===== config.mk =====
export PLATFORM = sky130hd
export DESIGN_NAME = fsb_fanout
export DESIGN_NICKNAME = d
export VERILOG_FILES = /design/src/hdl/fsb_pkg.sv /design/src/hdl/fsb_sync.sv /design/src/hdl/fsb_fanout.sv
export SDC_FILE = /design/constraint.sdc
export NUM_CORES = 1
export LEC_CHECK = 0
export BUFFER_PORTS_ARGS = -buffer_cell sky130_fd_sc_hd__buf_2
export CAP_MARGIN = 15
export CORE_MARGIN = 5
export CORE_UTILIZATION = 40
export CTS_BUF_LIST = sky130_fd_sc_hd__clkbuf_8 sky130_fd_sc_hd__clkbuf_16
export CTS_CLUSTER_SIZE = 14
export DETAILED_ROUTE_END_ITERATION = 12
export PLACE_DENSITY = 0.7
export SKIP_LAST_GASP = 1
export SLEW_MARGIN = 10
export SYNTH_ARGS = -nofsm -noshare
export SYNTH_HDL_FRONTEND = slang
export SYNTH_SLANG_ARGS = --single-unit

===== constraint.sdc =====
create_clock -name sys_clk_i -period 2.1 [get_ports sys_clk_i]
set_clock_uncertainty 0.2 [all_clocks]
set_input_delay 0.42 -clock sys_clk_i [delete_from_list [all_inputs] [get_ports sys_clk_i]]
set_output_delay 0.42 -clock sys_clk_i [all_outputs]
set_load 0.1 [all_outputs]

===== src/hdl/fsb_pkg.sv =====
package fsb_pkg;
  localparam int OUT_N = 10;
  localparam int SYNC_W = 8;
  localparam int EN_STAGES = 2;
  localparam logic [1:0] SEL_A = 2'h0;
  localparam logic [1:0] SEL_B = 2'h1;
  localparam logic [SYNC_W-1:0] SYNC_RST = 8'h00;
  localparam logic [EN_STAGES-1:0] EN_RST = 2'h0;
  localparam logic SRC_RST = 1'h0;
  localparam int CLK_PERIOD_NS = 25;
  // Sync vector bit positions
  localparam int B_A_T = 0;
  localparam int B_A_C = 1;
  localparam int B_B_T = 2;
  localparam int B_B_C = 3;
  localparam int B_XT = 4;
  localparam int B_SEL0 = 5;
  localparam int B_SEL1 = 6;
  localparam int B_OE = 7;
endpackage : fsb_pkg


===== src/hdl/fsb_sync.sv =====
`timescale 1ns/1ps
`default_nettype none
module fsb_sync
  import fsb_pkg::*;
(
  input wire logic sys_clk_i,
  input wire logic nrst_i,
  input wire logic ce_i,
  input wire logic [SYNC_W-1:0] async_i,
  output logic [SYNC_W-1:0] sync_o
);
  logic [SYNC_W-1:0] meta_q;
  logic [SYNC_W-1:0] sync_q;

  always_ff @(posedge sys_clk_i or negedge nrst_i) begin
    if (!nrst_i) begin
      meta_q <= SYNC_RST;
      sync_q <= SYNC_RST;
    end else if (ce_i) begin
      meta_q <= async_i;
      sync_q <= meta_q;
    end
  end

  assign sync_o = sync_q;
endmodule : fsb_sync
`default_nettype wire


===== src/hdl/fsb_fanout.sv =====
`timescale 1ns/1ps
`default_nettype none
// Functional notes
// - Select 00 pair A, 01 pair B, else crystal
// - Enable 0 tristates outputs, 1 drives them
// - Enable change applied on the second source rising edge after it is synchronised
// - Open selected pair drives outputs low
// - Pair A true high and comp low drives high, else low
// - Pair B true high and comp low drives high, else low
// - Unconnected select and enable default to zero
module fsb_fanout
  import fsb_pkg::*;
(
  input wire logic sys_clk_i,
  input wire logic nrst_i,
  input wire logic ce_i,
  input wire logic diff_clock_a_true_i,
  input wire logic diff_clock_a_comp_i,
  input wire logic diff_clock_b_true_i,
  input wire logic diff_clock_b_comp_i,
  input wire logic crystal_osc_clock_i,
  input wire logic [1:0] src_sel_i,
  input wire logic out_en_i,
  output logic [OUT_N-1:0] clk_out_o,
  output logic [OUT_N-1:0] clk_out_oe_n_o
);
  logic [SYNC_W-1:0] pin_s;
  logic [1:0] sel_s;
  logic oe_s;
  logic dec_a;
  logic dec_b;
  logic src_d;
  logic src_q;
  logic src_rise;
  logic [EN_STAGES-1:0] en_q;

  fsb_sync u_sync (
    .sys_clk_i(sys_clk_i),
    .nrst_i(nrst_i),
    .ce_i(ce_i),
    .async_i({out_en_i, src_sel_i, crystal_osc_clock_i,
              diff_clock_b_comp_i, diff_clock_b_true_i,
              diff_clock_a_comp_i, diff_clock_a_true_i}),
    .sync_o(pin_s)
  );

  // Pins reset to zero, as their pull-downs do
  assign sel_s = {pin_s[B_SEL1], pin_s[B_SEL0]};
  assign oe_s = pin_s[B_OE];
  // Equal lines (open pair) decode low
  assign dec_a = pin_s[B_A_T] & ~pin_s[B_A_C];
  assign dec_b = pin_s[B_B_T] & ~pin_s[B_B_C];

  always_comb begin
    unique case (sel_s)
      SEL_A: src_d = dec_a;
      SEL_B: src_d = dec_b;
      default: src_d = pin_s[B_XT];
    endcase
  end

  always_ff @(posedge sys_clk_i or negedge nrst_i) begin
    if (!nrst_i) begin
      src_q <= SRC_RST;
    end else if (ce_i) begin
      src_q <= src_d;
    end
  end

  assign src_rise = src_d & ~src_q;

  // Enable steps only on source rising edges, so it lands on the second
  // edge after the change and never cuts a pulse; no edges, no change
  always_ff @(posedge sys_clk_i or negedge nrst_i) begin
    if (!nrst_i) begin
      en_q <= EN_RST;
    end else if (ce_i && src_rise) begin
      en_q <= {en_q[0], oe_s};
    end
  end

  genvar gi;
  generate
    for (gi = 0; gi < OUT_N; gi++) begin : g_out
      assign clk_out_o[gi] = src_q;
      assign clk_out_oe_n_o[gi] = ~en_q[EN_STAGES-1];
    end
  endgenerate
endmodule : fsb_fanout
`default_nettype wire


==> run summary <==
CTS H-tree lvls: 1
Starting density of the core: 40.95%
Layout overhead on the synthesized area: 11.13%
Post_cts resized: 0
Placeable Area: 0.002170 mm^2
Post-synth design cell area: 888.4 um^2
Vias in the first global route: 458
Setup TNS: 0 ns
Endpoints failing hold: 0
Synthesized flop and latch total: 19
Die width: 57.13 um
MaxCap Viol Count: 0
First-pass GRT wire length: 1925 um
Top delay family on crit path: flip-flops
CP peak stage delay: 0.50 ns
Wirelength per Cell: 10.61 um
Syn Nets: 77
Synth top area share: 53.52%
Highest-count cells in the layout ignoring fill and taps: buf_2 (30), dfrtp_1 (19), mux2_2 (16)
Final ANT Viol Nets: 0
Clock sink count: 19
Share of cells above drive strength 1: 65.43%
Req. time, crit path: 1.48 ns
TritonCTS clock tree: done
# DRC: 0
Drt first pass iters: 2
Clock buffer depth: 2
Most common cell after layout, fill and taps aside: buf_2
Synth warn: 0
Clock Pin Slew Worst Setup and Hold Paths: 0.06 ns
Tcrit/Tclk final: 88.40%
GRT Total Usage: 7.812%
Root Driver: clkbuf_8
Slew Limit Fails: 0
Clk Latency, worst-skew pair: 0.25 ns
Mapped Cells: 66
Worst rel slew slack: 67.79%
Slowest-stage cell, CP: dfrtp_1
Avg Vias per Cell: 4.587
Final nets: 93
Status: complete, no violations
Setup Crit Path Kind: reg2out
Row cnt: 17
Crit Path Max Fanout: 12
CTS Buf Count: 3
Post-CTS Setup Inserts: 0
Initial antenna violation count: 0
Setup crit start kind: flip-flop
Tmin final: 1.856 ns
HP Class: in2reg
Largest net degree at the start of global routing: 20
Fmax: 0.5387 GHz
CP endpoint kind: output pin
Final setup violation count: 0
Slew @ Worst Pin: 0.4865 ns
Io pins: 31
Avg Inst Size Synth: 13.46 um^2
Gr ovfl total: 0
Crit-path cells: buf_2
Yosys cell types: 12
Area leader, netlist: dfrtp_1
Critical Path AT: 1.24 ns
Bufs and invs on worst path: 1
I/O Buffers: 30
Synth top area cells: dfrtp_1 (54%), mux2_2 (20%), buf_4 (16%)
Share of the yosys chip area belonging to registers: 53.52%
Unrepaired setup endpoints after global routing: false
GP Congestion: 0.6448
Detailed Route WL: 1156 um
DR iter-0 viols: 9
Antenna Cells: 0
Post-DP HPWL: 904.9 um
Total number of vias: 500
DIE HEIGHT: 57.13 um
Die area: 0.003263 mm^2
stage by stage:
| stage | util [%] | area (um^2) | worst slack [ns] | hold slack (ns) | cells |
|---|---|---|---|---|---|
| 6_report | 45.50 | 987.2 | 0.2436 | 0.1949 | 109 |
| 5_1_grt | 45.50 | 987.2 | 0.1578 | 0.1898 | 109 |
| 4_1_cts | 45.50 | 987.2 | 0.2183 | 0.1890 | 109 |
| 3_5_place_dp | 42.96 | 932.1 | 0.5017 | 0.1720 | 104 |
| 3_3_place_gp | 42.96 | 932.1 | 0.5255 | 0.1680 | 104 |
| 2_1_floorplan | - | 892.1 | 0.1930 | -0.07559 | 66 |
Yosys cell counts, drive strengths merged:
cell / number
and3b: 1
buf: 21
dfrtp: 19
inv: 2
mux2: 18
nand2b: 1
nor2: 1
nor3b: 1
o21ai: 1
o311ai: 1
sequential cells by signal, summed over array words and instances, names as in the netlist:
signal	flops
u_sync.sync_o	8
src_q	1
u_sync.meta_q	8
en_q	2
final cells by class:
cell class / count / area [um^2]
Inverter: 2 / 11.26
Clock buffer: 3 / 41.29
Fill cell: 216 / 1182
Tap cell: 28 / 35.03
Clock inverter: 1 / 3.754
Sequential cell: 19 / 475.5
Timing Repair Buffer: 32 / 167.7
Multi-Input combinational cell: 24 / 252.7
final timing paths:
path | from | endpoint | slack [ns] | cells after the start
setup / recovery | src_q$_DFFE_PN0P_ | clk_out_o[4] | 0.24 | 1
hold / removal | out_en_i | u_sync.meta_q[7]$_DFFE_PN0P_ | 0.19 | 2
setup reg to reg | u_sync.sync_o[5]$_DFFE_PN0P_ | en_q[1]$_DFFE_PN0P_ | 0.51 | 4
hold reg to reg | en_q[0]$_DFFE_PN0P_ | en_q[0]$_DFFE_PN0P_ | 0.29 | 1
max in group asynchronous | nrst_i | u_sync.sync_o[6]$_DFFE_PN0P_ | 0.99 | 2
min in group asynchronous | nrst_i | u_sync.meta_q[5]$_DFFE_PN0P_ | 0.42 | 2
worst register-to-register path: stages, from the launching register on:
cell	delay, ns
dfrtp_1	0.39
and3b_1	0.20
o311ai_2	0.30
nor2_2	0.08
mux2_1	0.31
routing by layer:
layer / vias to the layer above / share of wire, % / track usage (%)
met5: - / 0 / 0
met4: 0 / 0.95 / 4.967
met3: 2 / 15 / 3.846
met2: 28 / 46 / 12.07
met1: 239 / 38 / 8.511
li1: 231 / - / -
logic make-up after synthesis:
kind of cell / synth area share, %
buffers and inverters: 18.03
flip-flops: 53.52
multiplexers: 22.82
AND/OR/NAND/NOR: 3.241
AO/OA/AOI/OAI: 2.394
what timing repair did:
action / CTS / global route
hold buffers: 1 / 0
endpoints found under the setup margin: 0 / 0
hold endpoints to repair: 19 / 0
Power is left out: the tool's default activity adds up to more than one toggle a clock period on the data nets, which glitch-free logic cannot reach.
